===== src/design/psab_defines.svh =====
`ifndef PSAB_DEFINES_SVH
`define PSAB_DEFINES_SVH
// attribute identifiers
`define PSAB_ID_CRC_ERR      16'h00a0
`define PSAB_ID_BAD_PROTO    16'h00a1
`define PSAB_ID_TX_DROP      16'h00a2
`define PSAB_ID_RX_DROP      16'h00a3
`define PSAB_ID_GOOD_FRAME   16'h00a4
`define PSAB_ID_EVM_AVG      16'h00a5
`define PSAB_ID_EMA_SHIFT    16'h00a8
// first identifier of the vendor range
`define PSAB_ID_VENDOR_BASE  16'h8000
// reset values
`define PSAB_RST_CNT16       16'h0000
`define PSAB_RST_CNT32       32'h0000_0000
`define PSAB_RST_EMA_SHIFT   8'h00
// frames per evm block
`define PSAB_EVM_BLOCK_LEN   5'h10
`endif


===== src/design/psab_pkg.sv =====
package psab_pkg;
  typedef logic [15:0] psab_id_t;
  typedef logic [31:0] psab_data_t;
  typedef enum logic [1:0] {
    PSAB_ANS_OK       = 2'h0,
    PSAB_ANS_RESERVED = 2'h1,
    PSAB_ANS_VENDOR   = 2'h2
  } psab_status_e;
endpackage


===== src/design/psab_evm_if.sv =====
`timescale 1ns/100ps
interface psab_evm_if;
  logic        snr_valid;  // one snr report
  logic [2:0]  snr_db;     // report in db steps
  logic [15:0] block_sum;  // last completed block sum
  modport owner (output snr_valid, output snr_db, input block_sum);
  modport acc   (input snr_valid, input snr_db, output block_sum);
endinterface // psab_evm_if


===== src/design/psab_evm_acc.sv =====
`timescale 1ns/100ps
`include "psab_defines.svh"
module psab_evm_acc (
  input wire logic CLK,       // clock
  input wire logic ARST_N,    // async reset
  psab_evm_if.acc  evm        // snr in, block sum out
);
  import psab_pkg::*;
  logic [15:0] sum_reg,   sum_next;
  logic [15:0] block_reg, block_next;
  logic [4:0]  cnt_reg,   cnt_next;

  // 2^(k/2) in 4.3 fixed point, rounded
  function automatic logic [6:0] db_to_lin(input logic [2:0] k);
    case (k)
      3'h0:    db_to_lin = 7'h08;
      3'h1:    db_to_lin = 7'h0b;
      3'h2:    db_to_lin = 7'h10;
      3'h3:    db_to_lin = 7'h17;
      3'h4:    db_to_lin = 7'h20;
      3'h5:    db_to_lin = 7'h2d;
      3'h6:    db_to_lin = 7'h40;
      default: db_to_lin = 7'h5b;
    endcase
  endfunction

  // accumulate 16 frames, then publish; max 16*91 fits in 16 bits
  always_comb begin
    sum_next   = sum_reg;
    block_next = block_reg;
    cnt_next   = cnt_reg;
    if (evm.snr_valid) begin
      if (cnt_reg == `PSAB_EVM_BLOCK_LEN - 5'h01) begin
        block_next = sum_reg + {9'h000, db_to_lin(evm.snr_db)};
        sum_next   = `PSAB_RST_CNT16;
        cnt_next   = 5'h00;
      end else begin
        sum_next = sum_reg + {9'h000, db_to_lin(evm.snr_db)};
        cnt_next = cnt_reg + 5'h01;
      end
    end
  end

  // cleared at reset
  always_ff @(posedge CLK or negedge ARST_N) begin
    if (!ARST_N) begin
      sum_reg   <= `PSAB_RST_CNT16;
      block_reg <= `PSAB_RST_CNT16;
      cnt_reg   <= 5'h00;
    end else begin
      sum_reg   <= sum_next;
      block_reg <= block_next;
      cnt_reg   <= cnt_next;
    end
  end

  assign evm.block_sum = block_reg;
endmodule // psab_evm_acc


===== src/design/psab_stats_bank.sv =====
// What this block does
// attributes selected by 16-bit identifier
// vendor range 0x8000 up, none defined
// undefined standard identifiers answer reserved
// registers at least the specified width
// statistics returned on management get request
// count bursts failing crc
// count crc-good bursts with bad protocol; counts PROTO_BAD even when CRC_FAIL is set
// count transmit requests hitting full queue
// count received data hitting full queue
// 32-bit count of correctly decoded frames
// snr to linear, summed over 16 frames
// ema shift value, moving average update
// counters clear on reset, wrap at max
`timescale 1ns/100ps
`include "psab_defines.svh"
module psab_stats_bank (
  input  wire logic              CLK,             // 25 MHz clock
  input  wire logic              ARST_N,          // async reset, active low
  input  wire logic              GET_REQ,         // get request strobe
  input  wire psab_pkg::psab_id_t GET_ID,         // attribute identifier
  output logic                   GET_CNF,         // answer strobe
  output psab_pkg::psab_data_t   GET_DATA,        // attribute value, low aligned
  output psab_pkg::psab_status_e GET_STATUS,      // answer status
  input  wire logic              CRC_FAIL,        // burst with bad crc
  input  wire logic              PROTO_BAD,       // crc ok, bad protocol field
  input  wire logic              TX_REQ,          // new transmit request
  input  wire logic              TX_FULL,         // transmit queue full
  input  wire logic              RX_NEW,          // new channel data
  input  wire logic              RX_FULL,         // receive queue full
  input  wire logic              FRAME_OK,        // frame decoded correctly
  input  wire logic              SNR_VALID,       // snr report strobe
  input  wire logic [2:0]        SNR_DB,          // snr report in db
  input  wire logic              EMA_LOAD,        // load smoothing setting
  input  wire logic [7:0]        EMA_VALUE,       // smoothing setting value
  input  wire logic              EMA_SAMPLE_VALID,// new ema sample
  input  wire logic [15:0]       EMA_SAMPLE,      // sample to be smoothed
  output logic [15:0]            EMA_AVG          // smoothed value
);
  import psab_pkg::*;

  typedef enum logic [1:0] {
    PSAB_ST_IDLE   = 2'b01,
    PSAB_ST_ANSWER = 2'b10
  } psab_state_e;

  psab_state_e state_reg, state_next;
  logic [15:0] crc_error_burst_count_reg,    crc_error_burst_count_next;
  logic [15:0] bad_protocol_burst_count_reg, bad_protocol_burst_count_next;
  logic [15:0] tx_overflow_drop_count_reg,   tx_overflow_drop_count_next;
  logic [15:0] rx_overflow_drop_count_reg,   rx_overflow_drop_count_next;
  logic [31:0] good_frame_total_count_reg,   good_frame_total_count_next;
  logic [7:0]  moving_average_shift_reg,     moving_average_shift_next;
  logic [15:0] ema_reg,                      ema_next;
  logic        cnf_reg,                      cnf_next;
  psab_data_t  data_reg,                     data_next;
  psab_status_e status_reg,                  status_next;
  logic [15:0] evm_block_average;

  psab_evm_if evm ();

  assign evm.snr_valid = SNR_VALID;
  assign evm.snr_db    = SNR_DB;
  assign evm_block_average = evm.block_sum;

  // block averaging of snr reports kept apart for reuse
  psab_evm_acc u_evm (
    .CLK    (CLK),
    .ARST_N (ARST_N),
    .evm    (evm)
  );

  // counters wrap naturally by modular add
  function automatic logic [15:0] inc16(input logic [15:0] v, input logic en);
    inc16 = en ? v + 16'h0001 : v;
  endfunction

  // event counters
  always_comb begin
    crc_error_burst_count_next    = inc16(crc_error_burst_count_reg, CRC_FAIL);
    bad_protocol_burst_count_next = inc16(bad_protocol_burst_count_reg, PROTO_BAD);
    tx_overflow_drop_count_next   = inc16(tx_overflow_drop_count_reg,
                                          TX_REQ & TX_FULL);
    rx_overflow_drop_count_next   = inc16(rx_overflow_drop_count_reg,
                                          RX_NEW & RX_FULL);
    good_frame_total_count_next   = FRAME_OK ? good_frame_total_count_reg + 32'h0000_0001
                                             : good_frame_total_count_reg;
  end

  always_ff @(posedge CLK or negedge ARST_N) begin
    if (!ARST_N) begin
      crc_error_burst_count_reg    <= `PSAB_RST_CNT16;
      bad_protocol_burst_count_reg <= `PSAB_RST_CNT16;
      tx_overflow_drop_count_reg   <= `PSAB_RST_CNT16;
      rx_overflow_drop_count_reg   <= `PSAB_RST_CNT16;
      good_frame_total_count_reg   <= `PSAB_RST_CNT32;
    end else begin
      crc_error_burst_count_reg    <= crc_error_burst_count_next;
      bad_protocol_burst_count_reg <= bad_protocol_burst_count_next;
      tx_overflow_drop_count_reg   <= tx_overflow_drop_count_next;
      rx_overflow_drop_count_reg   <= rx_overflow_drop_count_next;
      good_frame_total_count_reg   <= good_frame_total_count_next;
    end
  end

  // smoothing: next = prev + (sample - prev) >> shift; shift past 16 holds prev
  always_comb begin
    logic signed [17:0] diff;
    diff = 18'sh00000;
    moving_average_shift_next = EMA_LOAD ? EMA_VALUE : moving_average_shift_reg;
    ema_next = ema_reg;
    if (EMA_SAMPLE_VALID) begin
      diff = $signed({2'b00, EMA_SAMPLE}) - $signed({2'b00, ema_reg});
      if (moving_average_shift_reg < 8'h11) begin
        ema_next = 16'(ema_reg + 16'(diff >>> moving_average_shift_reg));
      end
    end
  end

  always_ff @(posedge CLK or negedge ARST_N) begin
    if (!ARST_N) begin
      moving_average_shift_reg <= `PSAB_RST_EMA_SHIFT;
      ema_reg                  <= `PSAB_RST_CNT16;
    end else begin
      moving_average_shift_reg <= moving_average_shift_next;
      ema_reg                  <= ema_next;
    end
  end

  // get request decode; one-cycle answer, values zero-extended to 32 bits
  always_comb begin
    state_next  = state_reg;
    cnf_next    = 1'b0;
    data_next   = data_reg;
    status_next = status_reg;
    case (state_reg)
      PSAB_ST_IDLE: begin
        if (GET_REQ) begin
          state_next  = PSAB_ST_ANSWER;
          cnf_next    = 1'b1;
          status_next = PSAB_ANS_OK;
          case (GET_ID)
            `PSAB_ID_CRC_ERR:    data_next = {16'h0000, crc_error_burst_count_reg};
            `PSAB_ID_BAD_PROTO:  data_next = {16'h0000, bad_protocol_burst_count_reg};
            `PSAB_ID_TX_DROP:    data_next = {16'h0000, tx_overflow_drop_count_reg};
            `PSAB_ID_RX_DROP:    data_next = {16'h0000, rx_overflow_drop_count_reg};
            `PSAB_ID_GOOD_FRAME: data_next = good_frame_total_count_reg;
            `PSAB_ID_EVM_AVG:    data_next = {16'h0000, evm_block_average};
            `PSAB_ID_EMA_SHIFT:  data_next = {24'h000000, moving_average_shift_reg};
            default: begin
              data_next   = 32'h0000_0000;
              // no vendor attributes are defined here
              status_next = (GET_ID >= `PSAB_ID_VENDOR_BASE) ? PSAB_ANS_VENDOR
                                                             : PSAB_ANS_RESERVED;
            end
          endcase
        end
      end
      PSAB_ST_ANSWER: state_next = PSAB_ST_IDLE; // one idle cycle between answers
      default:        state_next = PSAB_ST_IDLE;
    endcase
  end

  always_ff @(posedge CLK or negedge ARST_N) begin
    if (!ARST_N) begin
      state_reg  <= PSAB_ST_IDLE;
      cnf_reg    <= 1'b0;
      data_reg   <= `PSAB_RST_CNT32;
      status_reg <= PSAB_ANS_OK;
    end else begin
      state_reg  <= state_next;
      cnf_reg    <= cnf_next;
      data_reg   <= data_next;
      status_reg <= status_next;
    end
  end

  assign GET_CNF    = cnf_reg;
  assign GET_DATA   = data_reg;
  assign GET_STATUS = status_reg;
  assign EMA_AVG    = ema_reg;
endmodule // psab_stats_bank


===== config.mk =====
export PLATFORM = sky130hd
export DESIGN_NAME = psab_stats_bank
export DESIGN_NICKNAME = d
export VERILOG_FILES = /design/src/design/psab_pkg.sv /design/src/design/psab_evm_if.sv /design/src/design/psab_evm_acc.sv /design/src/design/psab_stats_bank.sv
export VERILOG_INCLUDE_DIRS = /design/src /design/src/design
export SDC_FILE = /design/constraint.sdc
export NUM_CORES = 1
export LEC_CHECK = 0
export BUFFER_PORTS_ARGS = -buffer_cell sky130_fd_sc_hd__buf_4
export CORE_MARGIN = 2
export CORE_UTILIZATION = 34
export DETAILED_ROUTE_END_ITERATION = 10
export MAX_ROUTING_LAYER = met4
export PLACE_DENSITY = 0.55
export SLEW_MARGIN = 10
export SYNTH_ARGS = -nofsm -noshare
export SYNTH_HDL_FRONTEND = slang
export SYNTH_SLANG_ARGS = --single-unit

===== constraint.sdc =====
create_clock -name CLK -period 5.8 [get_ports CLK]
set_input_delay 1.16 -clock CLK [delete_from_list [all_inputs] [get_ports CLK]]
set_output_delay 1.16 -clock CLK [all_outputs]
set_load 0.05 [all_outputs]

### After elaboration in Yosys (flattened, before gate mapping)

Cells that the tools add are included.

| storage, ports and cells | value |
|---|---|
| word-level logic and storage cells | 64 |
| input bits | 56 |
| output and inout bits | 51 |
| register bits after elaboration | 194 |

| cells by class | value |
|---|---|
| $lt $le $gt $ge | 2 |
| shifts and indexed selects | 1 |
| reduce and logical (&&, ||, !) cells | 5 |
| bitwise logic cells | 2 |
| equality and inequality tests | 16 |
| add/subtract/negate cells | 10 |
| mux-type cells | 14 |

Operators with widths:

| operator | count |
|---|---|
| 32-bit one-hot mux with 7 select lines | 1 |
| 16-bit by 8-bit == test with 1-bit output (second input constant) | 7 |
| 16-bit by 1-bit adder with 16-bit output (second input constant) | 4 |
| 7-bit one-hot mux with 7 select lines | 1 |
| 16-bit by 7-bit adder with 16-bit output | 2 |
| 32-bit by 1-bit adder with 32-bit output (second input constant) | 1 |
| 7-bit 2-to-1 mux | 4 |
| 17-bit by 8-bit >>> shifter with 16-bit output | 1 |
| 16-bit by 16-bit subtractor with 17-bit output | 1 |
| 16-bit adder | 1 |
| 16-bit greater-or-equal comparator (second input constant) | 1 |
| 16-bit 2-to-1 mux | 1 |
| 3-bit == test (second input constant) | 3 |
| 8-bit by 5-bit less-than comparator with 1-bit output (second input constant) | 1 |
| 2-bit 2-to-1 mux | 4 |
| 7-bit OR reduction | 1 |
| 3-bit by 2-bit == test with 1-bit output (second input constant) | 2 |
| 2-bit AND reduction | 3 |
| 5-bit by 1-bit adder with 5-bit output (second input constant) | 1 |
| 5-bit by 4-bit == test with 1-bit output (second input constant) | 1 |
| 5-bit 2-to-1 mux | 1 |
| 3-bit by 1-bit == test with 1-bit output (second input constant) | 1 |
| 3-bit zero test | 1 |
| 1-bit bitwise AND | 2 |
| 3 further kinds | 4 |

### Longest topological paths before layout

Gate-level depths: netlist of the first run.

| depth | value |
|---|---|
| depth in word-level cells | 6 |
| depth in mapped cells | 25 |
| depth with buffers taken out | 24 |

### Modules after synthesis

Synthesis of the first run repeated with hierarchy kept, for this count alone.

| unflattened totals | value |
|---|---|
| cells, all modules | 1233 |
| area total of the unflattened synthesis | 11529.8 sq um |

Modules (own cells, without submodules):

| module | seq. area each (sq um) | cells an instance | area each (sq um) | instances |
|---|---|---|---|---|
| psab_stats_bank | 3930.0 | 1024 | 9524.1 | 1 |
| psab_evm_acc | 925.9 | 209 | 2005.7 | 1 |

### Worst setup path before layout of the first run

No wires, ideal clock.

| timing path | value |
|---|---|
| kind | input to register |
| start | input EMA_SAMPLE[0] |
| end | register ema_reg[10] (netlist: EMA_AVG[10]) |
| data arrival time | 5.474 ns |
| slack | 0.201 ns |
| data required time | 5.675 ns |
| buffers on the path | 0 |
| stages | 24 |
| library setup time | 0.125 ns |
| path through | inv_1 ha_1 fa_1 nor2b_4 o31ai_1 a2111o_1 nand3_2 a21oi_1 nand2b_1 mux4_2 a2111oi_4 nor2_1 ha_1 inv_1 fa_1 nor2b_1 o21ai_0 a21oi_1 o21ai_0 a21oi_1 a21o_1 a21oi_1 xnor2_1 mux2_2 |

| on the way | value |
|---|---|
| longest elaborated chain between the ends | 3 |

RTL lines:

| what | RTL line | source |
|---|---|---|
| start: declaration | psab_stats_bank.sv:37 | `input wire logic [15:0] EMA_SAMPLE,` |
| 16-bit by 16-bit subtractor with 17-bit output | psab_stats_bank.sv:113 | `diff = $signed({2'b00, EMA_SAMPLE}) - $signed({2'b00, ema_reg});` |
| 17-bit by 8-bit >>> shifter with 16-bit output | psab_stats_bank.sv:115 | `ema_next = 16'(ema_reg + 16'(diff >>> moving_average_shift_reg));` |
| 16-bit adder | psab_stats_bank.sv:115 |  |
| end signal: assignment | psab_stats_bank.sv:123 | `` ema_reg <= `PSAB_RST_CNT16; `` |
| end signal: assignment | psab_stats_bank.sv:126 | `ema_reg <= ema_next;` |
| end: declaration | psab_stats_bank.sv:54 | `logic [15:0] ema_reg, ema_next;` |

Every way passes these cells.
A chain may end at the register's enable or synchronous reset.

### Final worst setup path of the first run

Same ends and word-level chain as after synthesis.

==> impl_results.md, run 1 <==
* Outcome: finished, final reports clean
* Number of buffers created by CTS at 17
* Worst-path maximum fanout at 5
* Setup violators final at 0
* Final Max Slew Viols at 0
* Fin cells at 1812
* Cells after Synth at 1212
* Number of synthesized flops with an enable pin at 0
* Post-synthesis cell type count at 71
* Worst Hold Class: register to register
* TritonCTS clock tree: yes
* Filler cell count at 3315
* Worst-skew pair later-pin latency at 440 ps
* Initial Util at 34.2%
* Synth Flop Type: dfrtp_1
* Least-Margin Pin Slew at 1040 ps
* Clock sink total at 194
* Synth top area share at 42.4%
* Clk pin slew, worst setup/hold paths at 80 ps
* Worst r2r path cells at 23
* Switching Share at 41.9%
* Final wirelength at 29900 um
* Via count at 9444
* Hold WS at 472 ps
* Cell Pwr Density at 466 nW/um2
* Dpl ws at -335 ps
* Mapped Area at 11400 um2
* Worst VDD drop at 252 uV
* Area of the core at 33300 um2
* P_int at 3.70 mW
* Register-to-register setup slack at 420 ps
* # Max-Cap Violations at 0
* Post-route clock skew at 16.3 ps
* Design Power at 6.37 mW
* Vias in the first global route at 9365
* Leak at 6.15 nW
* Setup Crit Path Kind: primary input to register
* Crit path from: EMA_SAMPLE[0]
* Syn-to-layout area delta at 20.1%
* Diode count at 0
* Final min period at 5530 ps
* P_sw at 2.67 mW
* Worst reg2reg path endpoint: EMA_AVG[10]
* DR vias/cell at 5.21
* Yosys reg bits at 194
* Final setup margin at 265 ps
* Req. time, crit path at 6110 ps
* Ranking of synthesized cells by area: dfrtp_1 42%, xnor2_1 6.9%, ha_1 4.9%
* Chip Width at 187 um
* Nets at 1455
* Largest area contributor in the netlist: dfrtp_1
* Ports at 107
* Antenna violations before repair at 0
* Hold Vio Cnt, Final at 0
* Routed Antenna Nets at 0
* CTS max path bufs at 2
* Reg power frac at 30.2%
* Final GP Congestion at 0.894
* Dpl hpwl at 22600 um
* RSZ-0062 raised after global routing: no
* Die height at 187 um
* Clk root buf: clkbuf_16
* DRT iter0 DRCs at 488
* Startpoint type of the worst setup path: primary input
* Register area share after synthesis at 42.6%
* Dpl cells at 1780
* Logic pwr share at 50.5%
* Syn Nets at 1316
* # DRC at 0
* Overflow after GRT at 0
* Layout cells sized above 1 at 17.9%
* Buffers on Ports at 106
* Hold buffer count at cts at 0
* Most common cell after layout, fill and taps aside: dfrtp_1
* Highest Clock Rate at 0.181 GHz
* DIE AREA at 35000 um2
* Final cycle utilization of the critical path at 95.4%
* Largest net degree at the start of global routing at 102
* # rows at 67
* First-pass GRT wire length at 49500 um
* Hold path endpoint: tx_overflow_drop_count_reg[15]
* Synth Area per Inst at 9.40 um2
* CTS H-Tree Depth at 4
* Commonest cells after routing, fill and taps aside: 193 x dfrtp_1, 169 x buf_4, 150 x nand2_1
* Min-delay src: tx_overflow_drop_count_reg[15]
* Clock power frac at 19.3%
* Crit path DAT at 5850 ps
* R2r startpoint: EMA_AVG[1]
* Post-DR wirelength/cell at 16.5 um
* YS warnings at 0
* Async set-reset flop share out of synthesis at 100%
* Crit end category: register
* Tot GR Track Use at 18.0%
* Pre-antenna DRT Iters at 5
* Max transition margin at 30.3%
* Hold path depth at 1
metal layers:
metal  up-vias  share of wire, %  wire [um]  GRT usage, %
li1       4626                 -          -             -
met1      4646                48      14200          23.7
met4         0               1.9        573          4.76
met3        32               2.7        800          2.89
met5         -                 0          0             -
met2       140                48      14300          29.0
cell usage after synthesis, types with 6 or more instances:
master    number
o31ai_1        9
mux2_2        19
nand3_1       58
xnor2_1       90
o21ai_0       73
clkbuf_1      43
nand4_1       23
mux2i_1       30
a211oi_1      11
a31oi_1       19
and3_1        23
xor2_1        41
nand2_1      150
ha_1          45
a21oi_1       50
nor3_1        19
nor2_1        82
a22o_1        16
a21o_1         7
buf_1          6
a22oi_1       12
and2_1         6
and4_1         6
dfrtp_1      193
nor4_1         7
nor2b_1        9
inv_1         43
o22ai_1       14
a221oi_1      18
what timing repair did:
action / in CTS / in global routing
gates resized for setup: 0 / 5
setup endpoints to repair: 0 / 6
setup buffers: 0 / 0
worst max-delay path by stage:
| stage | to | slack, ps | cells past startpoint |
|---|---|---|---|
| global placement | EMA_AVG[15] | -220 | 24 |
| finish | EMA_AVG[10] | 270 | 25 |
| floorplan | EMA_AVG[10] | 200 | 24 |
| CTS | EMA_AVG[10] | 80 | 25 |
| detailed placement | EMA_AVG[10] | -340 | 25 |
| global route | EMA_AVG[10] | 9 | 26 |
cells by family after synthesis:
group | after synthesis | synth area share [%]
and+or+nand+nor | 412 | 17.1
adders and majority gates | 48 | 5.47
buffers and inverters | 95 | 3.14
xor gates and xnor gates | 131 | 10.1
DFF | 194 | 42.6
AOI/OAI and AO/OA | 280 | 16.4
muxes | 52 | 5.11
power by group through the flow:
stage               Sequential, mW  Combinational, mW  Clock [mW]
detailed placement            1.95               3.18           0
global placement              1.94               3.17           0
CTS                           1.93               3.20        1.27
finish                        1.93               3.22        1.23
global route                  1.97               3.56        1.33
floorplan                     2.08               1.92           0
per-stage QoR:
stage | area (um2) | TNS, ps | utilization (%)
floorplan | 11400 | 0 | -
detailed placement | 13100 | -1290 | 39.2
CTS | 13700 | 0 | 41.0
global route | 13700 | 0 | 41.1
finish | 13700 | 0 | 41.1
global placement | 13100 | -690 | 39.2
final cells by class:
class                      count  area (um2)  share of cell area (%)
clock buffer                  17         425                    3.11
tap                          448         561                    4.10
clock inverter                15         184                    1.34
timing repair buffer         170        1280                    9.37
sequential                   194        4860                    35.5
multi-input combinational    923        6210                    45.4
inverter                      45         169                    1.23
critical path, cell delays in order:
cell and delay, ps:
buf_4 70, inv_1 40, buf_4 120, ha_1 180
nor2b_1 180, o2111ai_2 250, and3_1 280, o211ai_1 200
xor2_1 440, nor3_1 90, o41ai_1 480, buf_4 190
nor2_1 50, o31ai_1 360, ha_1 320, buf_4 150
o21ai_1 80, a21oi_1 110, o21ai_0 160, buf_4 140
a21oi_1 80, a21o_1 200, a21oi_2 140, xnor2_1 80
mux2_2 260
Power figures use the tool's default switching activity.
==> run 2, diff against run 1 <==
--- a/config.mk
+++ b/config.mk
@@ -11,7 +11,6 @@
 export CORE_UTILIZATION = 34
 export DETAILED_ROUTE_END_ITERATION = 10
 export MAX_ROUTING_LAYER = met4
-export PLACE_DENSITY = 0.55
 export SLEW_MARGIN = 10
 export SYNTH_ARGS = -nofsm -noshare
 export SYNTH_HDL_FRONTEND = slang
==> impl_results.md, run 2 (synthesis results as in run 1) <==
* Most common cell after layout, fill and taps aside: dfrtp_1
* Worst-path maximum fanout at 3
* Antenna violations before repair at 0
* Final cycle utilization of the critical path at 95.7%
* Worst reg2reg path endpoint: EMA_AVG[10]
* Clock power frac at 19.9%
* Crit-path most repeated cell: a21oi_1
* Commonest cells after routing, fill and taps aside: 193 x dfrtp_1, 159 x buf_4, 150 x nand2_1
* Syn-to-layout area delta at 19.8%
* Total negative slack at 0 ps
* Reg power frac at 30.2%
* Nets at 1445
* Via count at 9374
* Least-Margin Pin Slew at 1140 ps
* # resized after CTS at 0
* Setup Crit Path Kind: primary input to register
* Initial Util at 34.2%
* Outcome: finished, final reports clean
* Final min period at 5550 ps
* Crit path DAT at 5870 ps
* Setup violators final at 0
* # rows at 67
* Max transition margin at 23.8%
* # Max-Cap Violations at 0
* First-pass GRT wire length at 48300 um
* Logic pwr share at 49.9%
* Clk pin slew, worst setup/hold paths at 80 ps
* Dpl cell area at 13000 um2
* DR vias/cell at 5.20
* R2r startpoint: EMA_AVG[1]
* # DRC at 0
* Final wirelength at 28900 um
* Switching Share at 41.8%
* Pre-antenna DRT Iters at 5
* Ports at 107
* Number of buffers created by CTS at 17
* DIE AREA at 35000 um2
* CTS max path bufs at 2
* Largest net degree at the start of global routing at 112
* Dpl hpwl at 21800 um
* Hold Vio Cnt, Final at 0
* DRT iter0 DRCs at 513
* Area of the core at 33300 um2
* Min-delay src: crc_error_burst_count_reg[15]
* Filler cell count at 3317
* Leak at 6.12 nW
* Setup bufs post-CTS at 0
* Worst Hold Class: register to register
* Hold path endpoint: crc_error_burst_count_reg[15]
* Worst-skew pair later-pin latency at 440 ps
* Post-route clock skew at 11.7 ps
* CTS H-Tree Depth at 4
* Final GP Congestion at 0.871
* Final setup margin at 250 ps
* Area occupied by multi-input gates at 6230 um2
* CP max stage delay at 510 ps
* TritonCTS clock tree: yes
* Chip Width at 187 um
* Startpoint type of the worst setup path: primary input
* Routed Antenna Nets at 0
* Dpl ws at -248 ps
* Crit end category: register
* Req. time, crit path at 6120 ps
* CP max-delay cell: mux4_2
* Cell Pwr Density at 465 nW/um2
* P_int at 3.70 mW
* Final Cell Area at 13700 um2
* Overflow after GRT at 0
* Buffers on Ports at 106
* Highest Clock Rate at 0.180 GHz
* Post-DR wirelength/cell at 16.1 um
* Vias in the first global route at 9325
* Seq. cell area at 4860 um2
* Clk root buf: clkbuf_16
* Register-to-register setup slack at 590 ps
* Worst VDD drop at 227 uV
* RSZ-0062 raised after global routing: no
* P_sw at 2.65 mW
* Hold buffer count at cts at 0
* Tot GR Track Use at 17.4%
* Final Max Slew Viols at 0
* Hold path depth at 1
* Diode count at 0
* Die height at 187 um
* Layout cells sized above 1 at 17.6%
* Clock sink total at 194
* Worst r2r path cells at 24
-- run 2: changes by cell type in the layout (fill, tap and decap cells not counted), sizes merged --
| cell | before | now |
|---|---|---|
| buf | 169 | 159 |
| bufinv | 1 | 2 |
| clkinvlp | 1 | 0 |
-- run 2: per-stage QoR --
stage,instances,utilization (%),total power [mW],hold WS (ps)
detailed placement,1770,39.0,5.05,464
finish,1802,41.0,6.35,472
global placement,1770,39.0,5.00,456
global route,1802,41.0,6.81,500
floorplan,1212,-,4.00,441
CTS,1802,40.9,6.34,478
-- run 2: power groups by stage --
stage               logic (mW)  registers [mW]  clock network, mW
floorplan                 1.92            2.08                  0
global placement          3.07            1.94                  0
detailed placement        3.10            1.94                  0
CTS                       3.12            1.92               1.29
global route              3.50            1.96               1.35
finish                    3.17            1.92               1.26
-- run 2: per-layer routing --
metal	vias up	GRT usage (%)	part of all wire, %
met5	-	-	0
met4	0	5.68	2.2
met3	32	2.40	3.1
met2	168	29.0	49
met1	4546	21.7	45
li1	4628	-	-
-- run 2: worst max-delay path, delay by kind of cell --
kind | cells | cell delay [ps]
compound gates | 10 | 1900
buf+inv | 4 | 330
mux | 2 | 770
fa+ha+maj | 4 | 1040
simple gates | 5 | 560
xor+xnor | 1 | 80
-- run 2: how the worst max path moves through the flow --
stage	start	end	depth (start not counted)
floorplan	EMA_SAMPLE[0]	EMA_AVG[10]	24
global route	EMA_SAMPLE[0]	EMA_AVG[15]	24
global placement	EMA_SAMPLE[0]	EMA_AVG[15]	23
CTS	EMA_SAMPLE[0]	EMA_AVG[15]	23
detailed placement	EMA_SAMPLE[0]	EMA_AVG[15]	23
finish	EMA_SAMPLE[0]	EMA_AVG[10]	26
-- run 2: area by class of cell --
type                       count  area share (%)
clock buffer                  17            3.12
clock inverter                15            1.51
inverter                      45            1.24
multi-input combinational    923            45.6
sequential                   194            35.6
tap                          448            4.11
timing repair buffer         160            8.85
==> run 3, diff against run 2 <==
--- a/config.mk
+++ b/config.mk
@@ -10,6 +10,7 @@
 export CORE_MARGIN = 2
 export CORE_UTILIZATION = 34
 export DETAILED_ROUTE_END_ITERATION = 10
+export GPL_TIMING_DRIVEN = 0
 export MAX_ROUTING_LAYER = met4
 export SLEW_MARGIN = 10
 export SYNTH_ARGS = -nofsm -noshare
==> impl_results.md, run 3 (synthesis results as in run 1) <==
* Outcome: finished, final reports clean
* Chip Width at 187 um
* Antenna violations before repair at 0
* Cell Pwr Density at 451 nW/um2
* Startpoint type of the worst setup path: primary input
* Post-route clock skew at 18.7 ps
* Area of the core at 33300 um2
* Final cycle utilization of the critical path at 95.3%
* Layout cells sized above 1 at 14.7%
* Final Max Slew Viols at 0
* Commonest cells after routing, fill and taps aside: 193 x dfrtp_1, 150 x nand2_1, 105 x buf_4
* Buffers on Ports at 105
* Crit end category: register
* Hold WS at 477 ps
* Clock sink total at 194
* Via count at 9465
* Worst Hold Class: register to register
* Clk root buf: clkbuf_16
* Final Cell Area at 13500 um2
* Worst-path maximum fanout at 4
* Worst r2r path cells at 23
* Largest net degree at the start of global routing at 111
* # Max-Cap Violations at 0
* Routed Antenna Nets at 0
* Setup Crit Path Kind: primary input to register
* Final wirelength at 30500 um
* Worst-skew pair later-pin latency at 450 ps
* DIE AREA at 35000 um2
* Req. time, crit path at 6140 ps
* Switching Share at 44.1%
* Dpl cell area at 12800 um2
* Hold Vio Cnt, Final at 0
* Hold path depth at 1
* Die height at 187 um
* Max transition margin at 15.3%
* Logic pwr share at 49.4%
* Clk pin slew, worst setup/hold paths at 90 ps
* CP max-delay cell: mux4_2
* CP max stage delay at 550 ps
* Fin cells at 1799
* Hold buffer count at cts at 0
* Initial Util at 34.2%
* Nets at 1442
* Most common cell after layout, fill and taps aside: dfrtp_1
* CTS H-Tree Depth at 4
* CTS max path bufs at 2
* Ports at 107
* Diode count at 0
* Crit path DAT at 5870 ps
* Syn-to-layout area delta at 18.2%
* Leak at 5.92 nW
* # DRC at 0
* P_int at 3.39 mW
* DR vias/cell at 5.26
* First-pass GRT wire length at 49400 um
* Number of buffers created by CTS at 17
* DRT iter0 DRCs at 487
* Dpl cells at 1766
* Pre-antenna DRT Iters at 5
* Final min period at 5530 ps
* Tot GR Track Use at 18.1%
* # rows at 67
* TritonCTS clock tree: yes
* Least-Margin Pin Slew at 1260 ps
* Post-DR wirelength/cell at 16.9 um
* Final GP Congestion at 0.880
* Worst VDD drop at 288 uV
* Overflow after GRT at 0
* Reg power frac at 31.7%
* P_sw at 2.67 mW
* Highest Clock Rate at 0.181 GHz
* Setup violators final at 0
* Dpl hpwl at 23300 um
* Vias in the first global route at 9227
* Clock power frac at 19.0%
## run 3: changes by cell type in the layout (fill, tap and decap cells not counted), sizes merged
cell      delta
clkinvlp     +2
clkbuf      +41
buf         -44
clkinv       +3
bufinv       -2
inv          -3
## run 3: layout make-up
cell class                 instances  area (um2)
buffer                            50         190
clock buffer                      17         425
clock inverter                    15         144
fill                            3334       19800
inverter                          45         169
multi-input combinational        923        6290
sequential                       194        4860
tap                              448         561
timing repair buffer             107         831
## run 3: critical path, delay by kind of cell
kind,cells,cell delay (ps)
buf+inv,3,190
compound gates,10,1940
simple gates,5,670
mux,2,800
xor+xnor,1,70
fa+ha+maj,4,1030
## run 3: metal layers
layer	GRT usage (%)	share of wire [%]	up-vias
li1	-	-	4613
met5	-	0	-
met2	30.0	50	156
met4	5.19	1.8	0
met1	23.1	45	4665
met3	2.70	3.3	31
## run 3: power by group through the flow
stage	Clock, mW	Combinational (mW)	Sequential, mW
after floorplan	0	1.92	2.08
after global placement	0	2.80	1.94
after detailed placement	0	2.85	1.94
after CTS	1.19	2.90	1.92
after global routing	1.24	3.30	1.97
final	1.15	3.00	1.92
## run 3: worst paths after layout
check	from	endpoint	slack, ps
worst max-delay path	EMA_SAMPLE[0]	EMA_AVG[10]	270
worst min-delay path	bad_protocol_burst_count_reg[15]	bad_protocol_burst_count_reg[15]	480
worst max register to register	EMA_AVG[1]	EMA_AVG[10]	460
worst min register to register	bad_protocol_burst_count_reg[15]	bad_protocol_burst_count_reg[15]	480
max in group asynchronous	ARST_N	u_evm.sum_reg[11]	4140
min in group asynchronous	ARST_N	EMA_AVG[5]	680
## run 3: metrics by stage
step                worst slack, ps  setup TNS (ps)  utilization (%)  power (mW)
finish                          270               0             40.5        6.07
global route                  -3.05           -3.05             40.5        6.50
CTS                            11.0               0             40.2        6.01
detailed placement             -925           -5080             38.4        4.79
global placement               -847           -4400             38.3        4.74
floorplan                       201               0                -        4.00
## run 3: repair_timing
item / CTS / global route
endpoints found under the setup margin: 6 / 8
resized for setup: 8 / 19
setup buffers: 1 / 0
pin swaps: 2 / 6
cloned: 0 / 0
